**src/range_classify.sv**
```systemverilog
// Shared constants and types for the analog value range encoder, plus the range classifier.
// Assumes one 100 MHz clock domain; samples arrive already digitized in process-word units.
`timescale 1ns/10ps
`default_nettype none

package analog_range_pkg;
    typedef logic signed [17:0] units_t;
    typedef logic signed [16:0] dac_t;

    localparam logic [15:0] CODE_OVERFLOW  = 16'h7fff;
    localparam logic [15:0] CODE_UNDERFLOW = 16'h8000;
    localparam units_t      NOMINAL_HI     = 18'sd27648;
    localparam units_t      NOMINAL_LO     = -18'sd27648;
    localparam units_t      OVER_HI        = 18'sd32511;
    localparam units_t      UNDER_LO_BIP   = -18'sd32512;
    localparam units_t      LOOP_ZERO      = 18'sd0;
    localparam units_t      UNDER_LO_LOOP  = -18'sd4864;
    localparam units_t      UNDER_LO_OUT   = -18'sd6912;
    localparam units_t      TEMP_RATED_HI  = 18'sd8500;
    localparam units_t      TEMP_RATED_LO  = -18'sd2000;
    localparam units_t      TEMP_OVER_HI   = 18'sd10000;
    localparam units_t      TEMP_UNDER_LO  = -18'sd2430;
    // Loop current thresholds in units: 1728 units per mA, 4 mA at zero, rounded so "at or below" holds.
    localparam units_t      LOOP_LOW_1MA1  = -18'sd5012;
    localparam units_t      LOOP_LOW_3MA6  = -18'sd692;
    localparam dac_t        OUT_LOOP_OFFS  = 17'sd6912;
    localparam logic [15:0] IN_JUST_MASK   = 16'hfff8;
    localparam logic [15:0] OUT_JUST_MASK  = 16'hfff0;
    localparam int          DIAG_WIRE_BIT  = 4;
    localparam int          DIAG_UFLOW_BIT = 6;

    typedef enum logic [1:0] {IN_BIPOLAR, IN_LOOP, IN_TEMP} in_mode_t;
    typedef enum logic {OUT_BIPOLAR, OUT_LOOP} out_mode_t;
    typedef enum logic [2:0] {CLS_RATED, CLS_OVER, CLS_UNDER, CLS_OVERFLOW, CLS_UNDERFLOW} cls_t;

    typedef struct packed {
        units_t rated_hi;
        units_t rated_lo;
        units_t over_hi;
        units_t under_lo;
    } limits_t;

    typedef struct packed {
        logic     valid;
        in_mode_t mode;
        logic     wire_check;
        units_t   value;
    } in_sample_t;

    typedef struct packed {
        logic        valid;
        logic [15:0] word;
        cls_t        cls;
    } in_result_t;

    typedef struct packed {
        logic        valid;
        out_mode_t   mode;
        logic [15:0] word;
    } out_req_t;

    typedef struct packed {
        logic valid;
        dac_t level;
        cls_t cls;
    } out_result_t;
endpackage : analog_range_pkg

// Sorts one value into the five ranges; purely combinational.
module range_classifier (
    // Value and the limits of its range
    input  wire analog_range_pkg::units_t  value_in,
    input  wire analog_range_pkg::limits_t limits_in,
    // Range class
    output analog_range_pkg::cls_t         cls_out
);
    always_comb begin
        if (value_in > limits_in.over_hi) begin
            cls_out = analog_range_pkg::CLS_OVERFLOW;
        end else if (value_in < limits_in.under_lo) begin
            cls_out = analog_range_pkg::CLS_UNDERFLOW;
        end else if (value_in > limits_in.rated_hi) begin
            cls_out = analog_range_pkg::CLS_OVER;
        end else if (value_in < limits_in.rated_lo) begin
            cls_out = analog_range_pkg::CLS_UNDER;
        end else begin
            cls_out = analog_range_pkg::CLS_RATED;
        end
    end
endmodule : range_classifier

`default_nettype wire

```
**src/analog_value_range_encoder.sv**
```systemverilog
// Encodes input samples into process words and decodes output process words into drive levels.
// Assumes samples and requests are synchronous to clk_in; one result per request, one cycle later.
`timescale 1ns/10ps
`default_nettype none

module analog_value_range_encoder #(
    parameter int unsigned CHANNELS = 2
) (
    // Clock and reset
    input  wire logic                                            clk_in,
    input  wire logic                                            reset_in,
    // Input channels
    input  wire analog_range_pkg::in_sample_t [CHANNELS-1:0]     samples_in,
    output analog_range_pkg::in_result_t [CHANNELS-1:0]          in_results_out,
    // Output channels
    input  wire analog_range_pkg::out_req_t [CHANNELS-1:0]       out_reqs_in,
    output analog_range_pkg::out_result_t [CHANNELS-1:0]         out_results_out,
    // Station diagnostic byte
    output logic [7:0]                                           diag_out
);
    if (CHANNELS < 1 || CHANNELS > 8) begin : g_bad_channels
        $error("CHANNELS must be between 1 and 8");
    end

    analog_range_pkg::in_result_t [CHANNELS-1:0]  in_res_d;
    analog_range_pkg::in_result_t [CHANNELS-1:0]  in_res_q;
    analog_range_pkg::out_result_t [CHANNELS-1:0] out_res_d;
    analog_range_pkg::out_result_t [CHANNELS-1:0] out_res_q;
    logic [CHANNELS-1:0]                          wire_d;
    logic [CHANNELS-1:0]                          wire_q;
    logic [CHANNELS-1:0]                          uflow_d;
    logic [CHANNELS-1:0]                          uflow_q;
    logic [7:0]                                   diag_d;
    logic [7:0]                                   diag_q;

    for (genvar g = 0; g < CHANNELS; g++) begin : g_ch
        analog_range_pkg::limits_t in_lim;
        analog_range_pkg::limits_t out_lim;
        analog_range_pkg::cls_t    in_cls;
        analog_range_pkg::cls_t    out_cls;
        analog_range_pkg::units_t  out_val;
        analog_range_pkg::dac_t    out_masked;

        always_comb begin
            unique case (samples_in[g].mode)
                analog_range_pkg::IN_LOOP: begin
                    in_lim = {analog_range_pkg::NOMINAL_HI, analog_range_pkg::LOOP_ZERO,
                              analog_range_pkg::OVER_HI, analog_range_pkg::UNDER_LO_LOOP};
                end
                analog_range_pkg::IN_TEMP: begin
                    in_lim = {analog_range_pkg::TEMP_RATED_HI, analog_range_pkg::TEMP_RATED_LO,
                              analog_range_pkg::TEMP_OVER_HI, analog_range_pkg::TEMP_UNDER_LO};
                end
                default: begin
                    in_lim = {analog_range_pkg::NOMINAL_HI, analog_range_pkg::NOMINAL_LO,
                              analog_range_pkg::OVER_HI, analog_range_pkg::UNDER_LO_BIP};
                end
            endcase
        end

        range_classifier u_in_cls (
            .value_in  (samples_in[g].value),
            .limits_in (in_lim),
            .cls_out   (in_cls)
        );

        // Flags keep their last state between samples so the diagnostic byte does not flicker.
        always_comb begin
            in_res_d[g].valid = samples_in[g].valid;
            in_res_d[g].cls   = in_res_q[g].cls;
            in_res_d[g].word  = in_res_q[g].word;
            wire_d[g]         = wire_q[g];
            uflow_d[g]        = uflow_q[g];
            if (samples_in[g].valid) begin
                in_res_d[g].cls = in_cls;
                wire_d[g]       = 1'b0;
                uflow_d[g]      = 1'b0;
                if (in_cls == analog_range_pkg::CLS_OVERFLOW) begin
                    in_res_d[g].word = analog_range_pkg::CODE_OVERFLOW;
                end else if (in_cls == analog_range_pkg::CLS_UNDERFLOW) begin
                    in_res_d[g].word = analog_range_pkg::CODE_UNDERFLOW;
                end else if (samples_in[g].mode == analog_range_pkg::IN_TEMP) begin
                    in_res_d[g].word = samples_in[g].value[15:0];
                end else begin
                    in_res_d[g].word = samples_in[g].value[15:0] & analog_range_pkg::IN_JUST_MASK;
                end
                if (samples_in[g].mode == analog_range_pkg::IN_LOOP) begin
                    if (samples_in[g].wire_check) begin
                        if (samples_in[g].value <= analog_range_pkg::LOOP_LOW_3MA6) begin
                            in_res_d[g].word = analog_range_pkg::CODE_UNDERFLOW;
                            in_res_d[g].cls  = analog_range_pkg::CLS_UNDERFLOW;
                            wire_d[g]        = 1'b1;
                        end
                    end else if (samples_in[g].value <= analog_range_pkg::LOOP_LOW_1MA1) begin
                        in_res_d[g].word = analog_range_pkg::CODE_UNDERFLOW;
                        uflow_d[g]       = 1'b1;
                    end
                end
            end
        end

        // Output side: a code outside its limits drives no output at all.
        always_comb begin
            out_val = {{2{out_reqs_in[g].word[15]}}, out_reqs_in[g].word};
            out_masked = out_val[16:0] & {1'b1, analog_range_pkg::OUT_JUST_MASK};
            if (out_reqs_in[g].mode == analog_range_pkg::OUT_LOOP) begin
                out_lim = {analog_range_pkg::NOMINAL_HI, analog_range_pkg::LOOP_ZERO,
                           analog_range_pkg::OVER_HI, analog_range_pkg::UNDER_LO_OUT};
            end else begin
                out_lim = {analog_range_pkg::NOMINAL_HI, analog_range_pkg::NOMINAL_LO,
                           analog_range_pkg::OVER_HI, analog_range_pkg::UNDER_LO_BIP};
            end
        end

        range_classifier u_out_cls (
            .value_in  (out_val),
            .limits_in (out_lim),
            .cls_out   (out_cls)
        );

        always_comb begin
            out_res_d[g].valid = out_reqs_in[g].valid;
            out_res_d[g].cls   = out_res_q[g].cls;
            out_res_d[g].level = out_res_q[g].level;
            if (out_reqs_in[g].valid) begin
                out_res_d[g].cls = out_cls;
                if (out_cls == analog_range_pkg::CLS_OVERFLOW || out_cls == analog_range_pkg::CLS_UNDERFLOW) begin
                    out_res_d[g].level = '0;
                end else if (out_reqs_in[g].mode == analog_range_pkg::OUT_LOOP) begin
                    out_res_d[g].level = out_masked + analog_range_pkg::OUT_LOOP_OFFS;
                end else begin
                    out_res_d[g].level = out_masked;
                end
            end
        end

    end

    always_comb begin
        diag_d = '0;
        diag_d[analog_range_pkg::DIAG_WIRE_BIT]  = |wire_d;
        diag_d[analog_range_pkg::DIAG_UFLOW_BIT] = |uflow_d;
    end

    always_ff @(posedge clk_in or posedge reset_in) begin
        if (reset_in) begin
            in_res_q  <= '0;
            out_res_q <= '0;
            wire_q    <= '0;
            uflow_q   <= '0;
            diag_q    <= '0;
        end else begin
            in_res_q  <= in_res_d;
            out_res_q <= out_res_d;
            wire_q    <= wire_d;
            uflow_q   <= uflow_d;
            diag_q    <= diag_d;
        end
    end

    assign in_results_out  = in_res_q;
    assign out_results_out = out_res_q;
    assign diag_out        = diag_q;
endmodule : analog_value_range_encoder

`default_nettype wire

```
**config.mk**
```make
export PLATFORM = sky130hd
export DESIGN_NAME = analog_value_range_encoder
export DESIGN_NICKNAME = d
export VERILOG_FILES = /design/src/range_classify.sv /design/src/analog_value_range_encoder.sv
export SDC_FILE = /design/constraint.sdc
export NUM_CORES = 1
export LEC_CHECK = 0
export ABC_AREA = 1
export BUFFER_PORTS_ARGS = -buffer_cell sky130_fd_sc_hd__buf_2
export CELL_PAD_IN_SITES_DETAIL_PLACEMENT = 1
export CELL_PAD_IN_SITES_GLOBAL_PLACEMENT = 1
export CORE_UTILIZATION = 35
export CTS_CLUSTER_DIAMETER = 200
export DETAILED_ROUTE_END_ITERATION = 7
export PLACE_DENSITY_LB_ADDON = 0.1
export SLEW_MARGIN = 20
export SYNTH_ARGS = -nofsm -noshare
export SYNTH_HDL_FRONTEND = slang
export SYNTH_HIERARCHICAL = 1
export SYNTH_SLANG_ARGS = --single-unit
export TNS_END_PERCENT = 20
```
**constraint.sdc**
```tcl
create_clock -name clk_in -period 3.3 [get_ports clk_in]
set_input_delay 0.99 -clock clk_in [delete_from_list [all_inputs] [get_ports clk_in]]
set_output_delay 0.99 -clock clk_in [all_outputs]
set_load 0.05 [all_outputs]
```
==> results.txt <==
Mapped Cells = 2021
P_sw = 0.00248 W
cells along the critical path = buf_4 -> inv_4 -> ha_4 -> buf_12 -> inv_1 -> ha_1 -> nand2_1 -> inv_1 -> nand2_1 -> nand2_1 -> a21oi_2 -> nand4_1 -> nand2_2 -> nand3_2 -> nand2_1 -> inv_2 -> nor3_4 -> inv_2 -> o22ai_1 -> nand3_1 -> nand2_1 -> inv_1
clock sink count = 80
Core Util, Final = 45.8%
post-route antenna net violation count = 0
Core Rows = 69
TritonCTS clock tree = built
HPWL reported at the end of detailed placement = 32.2 mm
setup repair after global routing missed its margin = yes
power density over the cells = 324 mW/mm2
Slowest Stage Delay on Critical Path = 260 ps
commonest cells after routing, fill and taps aside = nand2_1, inv_1, ha_1
cell occurring most often along the worst timing path = nand2_1
Filler cells = 4898
transition time of the tightest slew-check pin = 719 ps
All-Layer GR Usage = 21.1%
Final nets = 2808
area growth from synthesis to final layout = 28.0%
average routed wire per standard cell = 13.6 um
sequential area share after synthesis = 15.7%
Core Region = 0.0357 mm2
upper clock frequency limit = 316 MHz
most common library cell in the layout ignoring fill and taps = nand2_1
remaining global-route overflow = 0
largest net degree at the start of global routing = 47
share of total power consumed by net switching = 46.7%
area after detailed placement = 0.0152 mm2
clock buffer count from CTS = 9
required time of the critical path = 3550 ps
data arrival time at the worst-slack endpoint = 3420 ps
Hold Crit Class = reg -> reg
Die Ht = 193 um
Yosys warning count = 6
CTS hold repair buffers = 0
cell leakage power = 9.97 nW
multi-input combinational cell area = 0.0101 mm2
IR drop worst, VDD = 0.335 mV
run status = finished with violations
crit share post-route = 95.9%
mean instance size in the synthesized netlist = 6.33 um2
crit path max fanout = 9
horizontal extent of the die = 193 um
WL final = 39.4 mm
number of top-level design ports = 172
setup tns final = 0 ps
delay-heaviest family, CP = simple AND/OR/NAND/NOR gates
combinational share of power = 53.9%
DRC violation count after routing = 2
Flop pwr share = 24.1%
port buffer count = 157
cell internal pwr = 0.00282 W
violated checks = DRC
startpoint types = input port
count of routing violations after the opening detailed-route iteration = 370
Final Instance Area = 0.0164 mm2
Clock Path Buffers = 2
time the final worst path needs with I/O delays and setup = 3160 ps
antenna violations before repair = 0
global-route wire length before repair = 63.0 mm
clock root buffer = clkbuf_16
max capacitance violation total = 0
clock latency on the worst-skew pair = 360 ps
slowest cell on the critical path = ha_1
vias in the first global route = 13300
setup violators final = 0
proportion of layout cells with a drive suffix above 1 = 18.4%
final hold viol count = 0
initial cell density of the core = 35.8%
CP bufs+invs = 8
clock group share of total power = 22.0%
Worst Skew = 6.03 ps
category of the worst setup path capture point = flop
CTS HTree Levels = 3
total die area = 0.0373 mm2
summed instance area of the synthesized netlist = 0.0128 mm2
Seq cells post-synth = 80
clock transition at the registers of the reported paths = 60 ps
number of unique standard cell types used by synthesis = 42
area taken by flip-flops and latches = 0.00200 mm2
count of inserted antenna diode cells = 0
number of vias after detailed routing = 13200
RePlAce Congestion = 0.830
number of detailed-routing iterations run before antenna repair = 8
max-slew headroom at the worst pin = 52.0%
Via-to-Cell Ratio = 4.55
final count of pins violating max slew = 0
Setup Crit Path Kind = in -> reg
## cells in the mapped netlist (all sizes together)
master / number / area (um2)
nand4: 14 / 87.6
conb: 2 / 7.51
xnor2: 4 / 35.0
a211oi: 2 / 15.0
a21oi: 94 / 470
nand3: 99 / 551
and3: 5 / 31.3
and2: 4 / 25.0
clkbuf: 5 / 18.8
o21ai: 40 / 200
xor2: 2 / 17.5
nand3b: 1 / 7.51
nor3: 4 / 42.5
o211ai: 2 / 15.0
nor2: 189 / 774
nand2: 607 / 2360
o22ai: 1 / 6.26
dfrtp: 80 / 2000
a32o: 1 / 10.0
buf: 26 / 195
a22o: 10 / 87.6
a31oi: 1 / 6.26
ha: 290 / 3630
o21bai: 11 / 97.6
a21o: 28 / 215
or2: 4 / 25.0
inv: 495 / 1860
## power groups by stage
stage               sequential, W  clock [W]  combinational [W]
floorplan                 0.00189          0            0.00125
global placement          0.00129          0            0.00260
detailed placement        0.00130          0            0.00269
CTS                       0.00128    0.00119            0.00271
global route              0.00130    0.00123            0.00320
finish                    0.00128    0.00116            0.00285
## layout make-up
| cell class | count | area share (%) |
|---|---|---|
| Clock buffer | 13 | 1.47 |
| Clock inverter | 3 | 0.550 |
| Inverter | 495 | 11.5 |
| Multi-Input combinational cell | 1625 | 61.9 |
| Sequential cell | 80 | 12.2 |
| Tap cell | 461 | 3.52 |
| Timing Repair Buffer | 224 | 8.75 |
| Timing Repair inverter | 1 | 0.0382 |
## sequential cells by signal, summed over array words and instances, names as in the netlist
signal	cells
uflow_q	2
diag_out	2
out_results_out	34
in_results_out	40
wire_q	2
## logic make-up (layout without fill, tap and decap cells)
group | Yosys count | after routing | share of synthesized area, %
AOI/OAI and AO/OA | 190 | 190 | 8.79
xor gates and xnor gates | 6 | 6 | 0.411
adders and majority gates | 290 | 290 | 28.4
buffers and inverters | 526 | 736 | 16.2
DFF | 80 | 80 | 15.7
other | 2 | 212 | 0.0587
and+or+nand+nor | 927 | 927 | 30.5
## tightest hold or removal path: cells and delay by family (launching register included)
family	cells	cell delay, ps
DFF	1	340
and+or+nand+nor	2	100
## final timing paths
| check | start | to | slack (ps) | cells after the start |
|---|---|---|---|---|
| hold / removal | in_results_out[16] | in_results_out[16] | 480 | 2 |
| max in group asynchronous | reset_in | in_results_out[26] | 1910 | 3 |
| min in group asynchronous | reset_in | out_results_out[0] | 710 | 2 |
| hold reg to reg | in_results_out[16] | in_results_out[16] | 480 | 2 |
| setup / recovery | samples_in[19] | in_results_out[18] | 140 | 22 |
| setup reg to reg | in_results_out[18] | in_results_out[18] | 2350 | 3 |
## metal layers
metal  track usage (%)  wire length [um]  vias to the layer above
met5                 0                 0                        -
met4              3.67               529                        0
met3              2.59              1100                       37
met2              38.5             19800                      137
met1              26.7             17900                     6212
li1                  -                 -                     6820
## timing repair
action	4_1_cts	5_1_grt
setup endpoints to repair	23	38
pin swaps	0	76
gates resized for setup	6	160
gates cloned	0	5
buffers inserted	0	3
## through the flow
stage | power [W] | std cells | setup WS [ps] | hold WS, ps
2_1_floorplan | 0.00315 | 2231 | 0.426 | 459
3_3_place_gp | 0.00390 | 2878 | -337 | 456
3_5_place_dp | 0.00399 | 2878 | -434 | 462
4_1_cts | 0.00519 | 2894 | -21.1 | 479
5_1_grt | 0.00573 | 2902 | -37.3 | 504
6_report | 0.00530 | 2902 | 136 | 476
(Power assumes the default switching activity.)
